<file path="config.mk">
export PLATFORM = sky130hd
export DESIGN_NAME = kpsc_top
export DESIGN_NICKNAME = d
export VERILOG_FILES = /design/src/rtl/kpsc_pkg.sv /design/src/rtl/kpsc_top.sv
export SDC_FILE = /design/constraint.sdc
export NUM_CORES = 1
export LEC_CHECK = 0
export BUFFER_PORTS_ARGS = -buffer_cell sky130_fd_sc_hd__buf_2
export CORE_MARGIN = 4
export CORE_UTILIZATION = 45
export DETAILED_ROUTE_END_ITERATION = 7
export GPL_ROUTABILITY_DRIVEN = 0
export GPL_TIMING_DRIVEN = 0
export PLACE_DENSITY_LB_ADDON = 0.3
export SYNTH_ARGS = -nofsm -noshare
export SYNTH_HDL_FRONTEND = slang
export SYNTH_SLANG_ARGS = --single-unit
</file>
<file path="constraint.sdc">
create_clock -name sys_clk -period 3.5 [get_ports sys_clk]
set_input_delay 0 -clock sys_clk [delete_from_list [all_inputs] [get_ports sys_clk]]
set_output_delay 0 -clock sys_clk [all_outputs]
set_load 0.02 [all_outputs]
</file>
<file path="src/rtl/kpsc_pkg.sv">
// Constants and types shared by the keypad scan and input event block.
// Assumes a 25 MHz system clock and a 16-bit register port.
`default_nettype none
package kpsc_pkg;
	localparam int CLK_MHZ = 25;
	localparam int DEBOUNCE_US = 50;
	localparam logic [10:0] DEBOUNCE_CYC = 11'(DEBOUNCE_US * CLK_MHZ);

	localparam int NUM_ROWS = 5;
	localparam int NUM_COLS = 5;
	localparam int NUM_PINS = 10;
	localparam int NUM_KEYS = 30;
	localparam int FIFO_DEPTH = 16;

	localparam logic [3:0] REG_KEY_PINS = 4'h0;
	localparam logic [3:0] REG_SCAN_WAIT = 4'h1;
	localparam logic [3:0] REG_STATUS = 4'h2;
	localparam logic [3:0] REG_CTRL = 4'h3;
	localparam logic [3:0] REG_EVENT_COUNT = 4'h4;
	localparam logic [3:0] REG_FIFO_POP = 4'h5;
	localparam logic [3:0] REG_INPUT_LEVEL = 4'h6;
	localparam logic [3:0] REG_INPUT_IRQ_EN = 4'h7;
	localparam logic [3:0] REG_INPUT_IRQ_STATUS = 4'h8;
	localparam logic [3:0] REG_INPUT_POLARITY = 4'h9;
	localparam logic [3:0] REG_INPUT_EVENT_EN = 4'hA;
	localparam logic [3:0] REG_OUTPUT_EN = 4'hB;
	localparam logic [3:0] REG_OUTPUT_DATA = 4'hC;

	localparam int STATUS_EVENT_BIT = 0;
	localparam int STATUS_INPUT_BIT = 1;
	localparam int STATUS_OVF_BIT = 2;
	localparam int CTRL_OVF_IRQ_EN_BIT = 0;
	localparam int ENTRY_FLAG_BIT = 7;

	localparam logic [15:0] SCAN_WAIT_RESET = 16'h0FA0;
	localparam logic [6:0] EXT_KEY_BASE = 7'h1F;
	localparam logic [6:0] INPUT_ID_BASE = 7'h25;
	localparam logic [4:0] FIFO_FULL = 5'h10;

	typedef enum logic [4:0] {
		ST_IDLE = 5'h01,
		ST_ROWS = 5'h02,
		ST_COLS = 5'h04,
		ST_EVAL = 5'h08,
		ST_WAIT = 5'h10
	} kpsc_state_t;

	typedef struct packed {
		kpsc_state_t st;
		logic [2:0] col;
		logic ph;
		logic [4:0] key;
		logic [15:0] waitCnt;
		logic [9:0] keyPins;
		logic [15:0] scanWait;
		logic evIrq;
		logic ovf;
		logic ovfIrqEn;
		logic [4:0] count;
		logic [15:0][7:0] fifo;
		logic [29:0] snap;
		logic [29:0] prevScan;
		logic [29:0] stable;
		logic [4:0] gndRow;
		logic [9:0] filt;
		logic [9:0][10:0] debCnt;
		logic [9:0] level;
		logic [9:0] irqEn;
		logic [9:0] irqSt;
		logic [9:0] pol;
		logic [9:0] evEn;
		logic [9:0] pend;
		logic [9:0] outEn;
		logic [9:0] outData;
		logic [15:0] rdata;
	} kpsc_regs_t;
endpackage
`default_nettype wire

</file>
<file path="src/rtl/kpsc_top.sv">
// Keypad matrix scanner, input change detector and event FIFO.
// Assumes pin inputs synchronous to sys_clk and external resolution of
// each pin from pinOut and pinOeN; rows rely on the pull-up when released.
//
// Function
// - Five rows, five columns; unused pins stay free
// - Idle: rows pulled up, columns low, watch rows
// - Any configured row low starts a scan
// - Columns high, then each low, sample rows
// - Every configured row/column pair tested each scan
// - Press accepted after two scans across wait
// - Scan and wait repeat while keys held
// - Release accepted after two released scans
// - Idle again when nothing remains pressed
// - Key identifier row-major from one, five per row
// - Press: interrupt, count up, entry flag one
// - Release: count up, entry flag zero
// - Both press and release raise event interrupt
// - Grounded row reports extension identifier from 31
// - Grounded row hides its other keys
// - Input pin level readable by software
// - Per-input enable, sticky status, edge polarity
// - Summary interrupt when any input status set
// - Recording inputs push events, no summary interrupt
// - Input scanner updates once per transition, no wait
// - Inputs debounced about fifty microseconds
// - Each pin usable as general output
// - Entry: identifier bits six-zero, flag bit seven
// - Pushes held off during host FIFO access
// - More than sixteen events sets overflow, interrupt
`timescale 1ns/1ps
`default_nettype none

module kpsc_top
	import kpsc_pkg::*;
(
	input wire logic sys_clk,
	input wire logic rstn,
	input wire logic [3:0] regAddr,
	input wire logic [15:0] regWrData,
	input wire logic regWr,
	input wire logic regRd,
	output logic [15:0] regRdData,
	input wire logic [9:0] pinIn,
	output logic [9:0] pinOut,
	output logic [9:0] pinOeN,
	output logic [4:0] rowPullUp,
	output logic eventIrq,
	output logic inputChangeIrq,
	output logic overflowIrq,
	output logic [4:0] eventCount
);

	kpsc_regs_t r_reg;
	kpsc_regs_t r_next;

	logic holdOff;
	logic [4:0] rowLow;
	logic push;
	logic [7:0] pushData;
	logic keyPush;
	logic [9:0] change;
	logic [9:0] gpiMask;
	logic edgeHit;
	logic pendFound;
	logic [4:0] colLow;

	////////////////////////////////////////////////////////////////////////
	// Pin drive. Pins 0-4 are rows, 5-9 columns.
	// A keypad pin ignores the output enable register: rows float onto their
	// pull-ups and columns are always driven, so a stray write cannot fight a key.

	always_comb begin
		colLow = 5'h00;
		for (int c = 0; c < NUM_COLS; c++) begin
			case (r_reg.st)
				ST_ROWS: colLow[c] = 1'b0;
				ST_COLS: colLow[c] = (r_reg.col == 3'(c));
				default: colLow[c] = 1'b1;
			endcase
		end
	end

	always_comb begin
		for (int p = 0; p < NUM_PINS; p++) begin
			pinOut[p] = r_reg.outData[p];
			pinOeN[p] = ~r_reg.outEn[p];
		end
		for (int rr = 0; rr < NUM_ROWS; rr++) begin
			rowPullUp[rr] = r_reg.keyPins[rr];
			if (r_reg.keyPins[rr]) begin
				pinOeN[rr] = 1'b1;
			end
		end
		for (int c = 0; c < NUM_COLS; c++) begin
			if (r_reg.keyPins[NUM_ROWS + c]) begin
				pinOut[NUM_ROWS + c] = ~colLow[c];
				pinOeN[NUM_ROWS + c] = 1'b0;
			end
		end
	end

	assign regRdData = r_reg.rdata;
	assign eventIrq = r_reg.evIrq;
	assign inputChangeIrq = |r_reg.irqSt;
	assign overflowIrq = r_reg.ovf & r_reg.ovfIrqEn;
	assign eventCount = r_reg.count;

	////////////////////////////////////////////////////////////////////////
	// Next-state logic.

	always_comb begin
		r_next = r_reg;
		push = 1'b0;
		pushData = 8'h00;
		keyPush = 1'b0;
		edgeHit = 1'b0;
		pendFound = 1'b0;
		// A pop shifts every entry, so a push in the same cycle could land in
		// the wrong slot; the source simply waits one cycle instead.
		holdOff = regRd && (regAddr == REG_FIFO_POP);
		rowLow = ~pinIn[4:0] & r_reg.keyPins[4:0];
		gpiMask = ~r_reg.keyPins & ~r_reg.outEn;
		change = (r_reg.filt ^ r_reg.level) & gpiMask;

		// Register writes come first so that hardware sets below win.
		// Unmapped indices fall through the default branches: writes are
		// dropped and reads return zero, so probing the map is harmless.
		if (regWr) begin
			case (regAddr)
				REG_KEY_PINS: r_next.keyPins = regWrData[9:0];
				REG_SCAN_WAIT: r_next.scanWait = regWrData;
				REG_STATUS: begin
					if (regWrData[STATUS_EVENT_BIT]) r_next.evIrq = 1'b0;
					if (regWrData[STATUS_OVF_BIT]) r_next.ovf = 1'b0;
				end
				REG_CTRL: r_next.ovfIrqEn = regWrData[CTRL_OVF_IRQ_EN_BIT];
				REG_INPUT_IRQ_EN: r_next.irqEn = regWrData[9:0];
				REG_INPUT_IRQ_STATUS: r_next.irqSt = r_reg.irqSt & ~regWrData[9:0];
				REG_INPUT_POLARITY: r_next.pol = regWrData[9:0];
				REG_INPUT_EVENT_EN: r_next.evEn = regWrData[9:0];
				REG_OUTPUT_EN: r_next.outEn = regWrData[9:0];
				REG_OUTPUT_DATA: r_next.outData = regWrData[9:0];
				default: ;
			endcase
		end

		// Register reads, data valid the following cycle.
		if (regRd) begin
			case (regAddr)
				REG_KEY_PINS: r_next.rdata = {6'h00, r_reg.keyPins};
				REG_SCAN_WAIT: r_next.rdata = r_reg.scanWait;
				REG_STATUS: r_next.rdata = {13'h0000, r_reg.ovf, |r_reg.irqSt, r_reg.evIrq};
				REG_CTRL: r_next.rdata = {15'h0000, r_reg.ovfIrqEn};
				REG_EVENT_COUNT: r_next.rdata = {11'h000, r_reg.count};
				REG_FIFO_POP: begin
					r_next.rdata = {8'h00, (r_reg.count != 5'h00) ? r_reg.fifo[0] : 8'h00};
					if (r_reg.count != 5'h00) begin
						for (int i = 0; i < FIFO_DEPTH - 1; i++) begin
							r_next.fifo[i] = r_reg.fifo[i + 1];
						end
						r_next.fifo[FIFO_DEPTH - 1] = 8'h00;
						r_next.count = r_reg.count - 5'h01;
					end
				end
				REG_INPUT_LEVEL: r_next.rdata = {6'h00, r_reg.level};
				REG_INPUT_IRQ_EN: r_next.rdata = {6'h00, r_reg.irqEn};
				REG_INPUT_IRQ_STATUS: r_next.rdata = {6'h00, r_reg.irqSt};
				REG_INPUT_POLARITY: r_next.rdata = {6'h00, r_reg.pol};
				REG_INPUT_EVENT_EN: r_next.rdata = {6'h00, r_reg.evEn};
				REG_OUTPUT_EN: r_next.rdata = {6'h00, r_reg.outEn};
				REG_OUTPUT_DATA: r_next.rdata = {6'h00, r_reg.outData};
				default: r_next.rdata = 16'h0000;
			endcase
		end

		// Input debounce filter.
		// The counter restarts whenever the pin agrees with the filtered value,
		// so only a level held for the whole window gets through; a pulse
		// shorter than the window is dropped entirely.
		for (int p = 0; p < NUM_PINS; p++) begin
			if (pinIn[p] != r_reg.filt[p]) begin
				if (r_reg.debCnt[p] >= DEBOUNCE_CYC - 11'h001) begin
					r_next.filt[p] = pinIn[p];
					r_next.debCnt[p] = 11'h000;
				end else begin
					r_next.debCnt[p] = r_reg.debCnt[p] + 11'h001;
				end
			end else begin
				r_next.debCnt[p] = 11'h000;
			end
		end

		// Input scanner: one update of all inputs per transition.
		// Masked pins (keypad or driven outputs) never update their level, so
		// their edges cannot raise status or fill the FIFO.
		if (|change) begin
			for (int p = 0; p < NUM_PINS; p++) begin
				if (change[p]) begin
					r_next.level[p] = r_reg.filt[p];
					edgeHit = (r_reg.filt[p] == r_reg.pol[p]);
					if (r_reg.evEn[p]) begin
						r_next.pend[p] = 1'b1;
					end else if (r_reg.irqEn[p] && edgeHit) begin
						r_next.irqSt[p] = 1'b1;
					end
				end
			end
		end

		// Key scanner.
		// Each drive pattern lasts two cycles: the first lets the row lines
		// settle through the pull-ups, the second samples them. Slow edges on
		// long keypad traces are the reason for the extra cycle.
		// The 30 evaluate cycles handle one key each, so a single push port
		// into the FIFO is enough and no arbitration between keys is needed.
		case (r_reg.st)
			ST_IDLE: begin
				if (|rowLow) begin
					r_next.st = ST_ROWS;
					r_next.ph = 1'b0;
				end
			end
			ST_ROWS: begin
				// All columns high: a row still low is tied to ground.
				r_next.ph = ~r_reg.ph;
				if (r_reg.ph) begin
					r_next.gndRow = rowLow;
					r_next.snap[29:25] = rowLow;
					r_next.col = 3'h0;
					r_next.st = ST_COLS;
				end
			end
			ST_COLS: begin
				r_next.ph = ~r_reg.ph;
				if (r_reg.ph) begin
					for (int c = 0; c < NUM_COLS; c++) begin
						for (int rr = 0; rr < NUM_ROWS; rr++) begin
							if (r_reg.col == 3'(c)) begin
								r_next.snap[rr * NUM_COLS + c] = rowLow[rr] & r_reg.keyPins[NUM_ROWS + c]
									& ~r_reg.gndRow[rr];
							end
						end
					end
					r_next.col = r_reg.col + 3'h1;
					if (r_reg.col == 3'(NUM_COLS - 1)) begin
						r_next.st = ST_EVAL;
						r_next.key = 5'h00;
					end
				end
			end
			ST_EVAL: begin
				if ((r_reg.snap[r_reg.key] == r_reg.prevScan[r_reg.key])
					&& (r_reg.snap[r_reg.key] != r_reg.stable[r_reg.key])) begin
					keyPush = 1'b1;
				end
				// A push refused by a FIFO read keeps the same key index, so the
				// comparison is simply repeated next cycle.
				if (!(keyPush && holdOff)) begin
					if (keyPush) begin
						push = 1'b1;
						r_next.stable[r_reg.key] = r_reg.snap[r_reg.key];
						pushData[ENTRY_FLAG_BIT] = r_reg.snap[r_reg.key];
						pushData[6:0] = (r_reg.key < 5'h19) ? 7'({2'b00, r_reg.key} + 7'h01)
							: 7'({2'b00, r_reg.key} - 7'h19 + EXT_KEY_BASE);
					end
					r_next.key = r_reg.key + 5'h01;
					if (r_reg.key == 5'(NUM_KEYS - 1)) begin
						r_next.prevScan = r_reg.snap;
						r_next.waitCnt = 16'h0000;
						if ((|r_next.stable) || (|r_reg.snap)) begin
							r_next.st = ST_WAIT;
						end else begin
							r_next.st = ST_IDLE;
						end
					end
				end
			end
			ST_WAIT: begin
				// A setting of zero still costs one cycle here, which keeps the
				// minimum gap between scans at one clock.
				r_next.waitCnt = r_reg.waitCnt + 16'h0001;
				if (r_next.waitCnt >= r_reg.scanWait) begin
					r_next.st = ST_ROWS;
					r_next.ph = 1'b0;
				end
			end
			default: r_next.st = ST_IDLE;
		endcase

		// Recorded input events drain one per cycle when keys are quiet.
		// The lowest numbered pin wins when several are pending; the rest
		// follow on later cycles.
		if (!keyPush && !holdOff) begin
			for (int p = NUM_PINS - 1; p >= 0; p--) begin
				if (r_reg.pend[p]) begin
					pendFound = 1'b1;
					pushData = {r_reg.level[p], 7'(INPUT_ID_BASE + 7'(p))};
				end
			end
			if (pendFound) begin
				push = 1'b1;
				for (int p = 0; p < NUM_PINS; p++) begin
					// A new edge on the pin being drained keeps its mark, so it
					// is recorded on a later cycle instead of being lost.
					if (r_reg.pend[p] && (pushData[6:0] == 7'(INPUT_ID_BASE + 7'(p)))
						&& !(change[p] && r_reg.evEn[p])) begin
						r_next.pend[p] = 1'b0;
					end
				end
			end
		end

		// FIFO write.
		// A push into a full FIFO is dropped rather than overwriting the oldest
		// entry, so software always reads the earliest events first.
		if (push) begin
			r_next.evIrq = 1'b1;
			if (r_reg.count == FIFO_FULL) begin
				r_next.ovf = 1'b1;
			end else begin
				r_next.fifo[r_reg.count[3:0]] = pushData;
				r_next.count = r_reg.count + 5'h01;
			end
		end
	end

	////////////////////////////////////////////////////////////////////////
	// State register.

	always_ff @(posedge sys_clk or negedge rstn) begin
		if (!rstn) begin
			r_reg <= '0;
			r_reg.st <= ST_IDLE;
			// Besides the state (ST_IDLE), the scan wait is the only field with a non-zero default.
			r_reg.scanWait <= SCAN_WAIT_RESET;
		end else begin
			r_reg <= r_next;
		end
	end

endmodule

`default_nettype wire

</file>
==> metrics.csv <==
stage,metric,value,unit
status,status,"complete, but fails checks",
status,violations,setup timing,
die,rows,88,
setup_path,crit_path_frequent_cell,buf_4,
sta,slew_violations,0,
setup_path,crit_path_max_fanout,7,
yosys,synth_common_cells,"nand2_1, dfrtp_1, nor2_1",
route,viasPerCell,5.939,
power_and_ir_drop,p_int,15.87,mW
setup_path,cp.required,4.06,ns
setup_path,crit_start,r_reg[490]$_DFFE_PN0P_,
setup_path,end_kind,flip-flop,
cts,cts_root_buf,clkbuf_16,
yosys,ys_async_sr_fraction,100.0,%
sta,clock_skew,0.03221,ns
power_and_ir_drop,p_comb_share,43.4,%
die,die-area,62710,um2
power_and_ir_drop,swShare,39.24,%
finish,stdcell_count,3895,
sta,hold_slack,0.04101,ns
finish,seq_area,12470,um2
cts,clk_latency,0.62,ns
setup_path,cp.arrival,4.27,ns
route,wl_per_cell,20.64,um
die,die_h,250.4,um
power_and_ir_drop,seqPwrFrac,33.4,%
setup_path,path_class,reg2reg,
global_routing,grt_pass1_vias,22010,
route,remaining_drc_errors,0,
yosys,synth_area,26450,um2
global_routing,grt.total_usage,23.87,%
power_and_ir_drop,power_switching,10.25,mW
power_and_ir_drop,clkPwrFrac,23.3,%
placement,placed_area,27920,um2
cts,cts_made_buffers,53,
sta,layout_setup_ws,-0.2145,ns
power_and_ir_drop,p_leak,14.46,nW
route,drt_iter0_markers,2456,
cts,cts_tree,yes,
finish,layout.nets,3173,
placement,dp.cells,3657,
finish,largest_reg_flops,466,
yosys,synthCells,2809,
yosys,synth_area_leaders,"dfrtp_1, nand2_1, mux2_2",
cts,path_clk_slew,0.06,ns
setup_path,regToRegSetupSlack,-0.21,ns
sta,worst_pin_slew,1.281,ns
sta,hold_viol,0,
setup_path,r2r-end,r_reg[498]$_DFFE_PN1P_,
sta,rsz0062_at_grt,yes,
finish,fin_util,56.52,%
finish,num-fill-cells,4895,
cts,cts.sinks,498,
cts,htreeDepth,2,
setup_path,r2r_cells,13,
yosys,yosysWarnings,0,
yosys,yosysMostFrequentCell,nand2_1,
finish,multi_input_comb_area,13860,um2
sta,fmax,269.2,MHz
die,core,57920,um2
yosys,synth_top_area_cell,dfrtp_1,
setup_path,start_kind,flip-flop,
die,io_pins,83,
run,maxCapViolCount,0,
route,ant_nets,0,
yosys,syn_nets,2895,
finish,area_growth,23.77,%
placement,place_ws,-0.7673,ns
setup_path,r2r-start,r_reg[490]$_DFFE_PN0P_,
power_and_ir_drop,ir_drop,0.0004754,V
sta,fin_crit_sh,106.1,%
global_routing,antenna_found_initial,2,
sta,period_needed,3.714,ns
setup_path,max_stage_delay,0.51,ns
cts,clockBufferDepth,3,
yosys,synth_edf_count,0,
worst_hold_path,hold_path_class,in2async,
global_routing,grt_first_pass_wirelength,122.3,mm
placement,dp_hpwl,54.22,mm
yosys,synth.top_cell.area_share,46.46,%
die,start_util,45.66,%
sta,setup_viol,143,
yosys,synth.distinct_cells,92,
yosys,ys_seq_area_share,47.16,%
sta,slew_headroom,14.29,%
power_and_ir_drop,power_density,798.0,nW/um2
route,drtPass1Iterations,8,
route,wl,80.38,mm
yosys,synthFlopType,dfrtp_1,
yosys,synth.avg_cell_area,9.415,um2
die,die_w,250.4,um
global_routing,grt-ovfl-total,0,
global_routing,grt_max_degree,119,
setup_path,crit_slowest_cell,mux4_2,
finish,drive_above_1_share,22.79,%
setup_path,crit_chain,"buf_6, mux4_2, nor4b_4, a2111oi_4, and2_4, buf_8, nor3_4, buf_4, buf_4, a222oi_1, nand4_1, o31ai_4, a41o_1",
placement,port_buffers,79,
route,vias,23130,
yosys,synth_seq_cells,498,
finish,stdcell_area,32730,um2
[cell usage in the layout (no fill, tap or decap), drive strengths merged, types with 71 or more instances in the layout]
cell	netlist	routed
a21oi	94	94
a31oi	90	90
buf	86	280
clkbuf	92	168
dfrtp	491	491
inv	75	76
mux2	149	149
nand2	508	508
nand3	112	112
nor2	281	281
o21ai	159	159
xor2	71	71
[worst max-delay path: cells and delay by family, from the launching register on]
family	cells	cell delay, ns
multiplexers	1	0.51
flip-flops	1	0.39
buffers and inverters	4	0.59
AND/OR/NAND/NOR	4	0.71
AO/OA/AOI/OAI	4	1.47
[final cells by class]
cell class	instances	share of cell area (%)
multi-input combinational	2058	42.35
sequential	498	38.10
timing repair buffer	227	6.112
clock buffer	75	4.828
buffer	174	3.845
tap	765	2.924
clock inverter	21	0.9594
inverter	75	0.8601
antenna	2	0.01529
[repair_timing]
item	in CTS	in global routing
hold buffers	29	0
pin swaps	17	73
hold endpoints to repair	508	0
cloned	1	23
gates resized for setup	85	334
setup endpoints to repair	212	214
buffers inserted	24	67
[power by group through the flow]
stage / sequential [mW] / clock [mW] / combinational [mW]
2_1_floorplan: 8.16 / 0 / 5.95
3_3_place_gp: 8.66 / 0 / 7.83
3_5_place_dp: 8.72 / 0 / 8.04
4_1_cts: 8.63 / 6.18 / 8.66
5_1_grt: 8.87 / 6.43 / 12.1
6_report: 8.72 / 6.07 / 11.3
[cell families after synthesis]
logic type,after synthesis,synth area share [%]
mux,197,8.540
buf+inv,253,4.514
compound gates,536,13.39
fa+ha+maj,52,2.460
flops,498,47.16
simple gates,1151,19.89
xor+xnor,122,4.041
[metal layers]
metal / vias up / wire, um / global-route usage, %
met4: 0 / 4311 / 9.986
met5: - / 0 / 0
li1: 10360 / - / -
met3: 327 / 6416 / 4.672
met2: 1107 / 37010 / 38.26
met1: 11340 / 32640 / 31.92
[worst max-delay path by stage]
| stage | end | slack [ns] |
|---|---|---|
| final | r_reg[498]$_DFFE_PN1P_ | -0.21 |
| after global routing | r_reg[332]$_DFF_PN0_ | -0.31 |
| after CTS | r_reg[498]$_DFFE_PN1P_ | -0.16 |
| after detailed placement | r_reg[498]$_DFFE_PN1P_ | -0.77 |
| after global placement | regRdData[11]$_DFFE_PN0P_ | -7.46 |
| after floorplan | r_reg[501]$_DFFE_PN0P_ | 0.009 |
[stage by stage]
| stage | TNS, ns | total power, mW |
|---|---|---|
| 3_5_place_dp | -83.43 | 16.76 |
| 5_1_grt | -31.34 | 27.36 |
| 4_1_cts | -2.892 | 23.47 |
| 6_report | -11.10 | 26.12 |
| 3_3_place_gp | -3742.51 | 16.50 |
| 2_1_floorplan | 0 | 14.11 |
No activity file was read; power rests on OpenSTA's default activity.
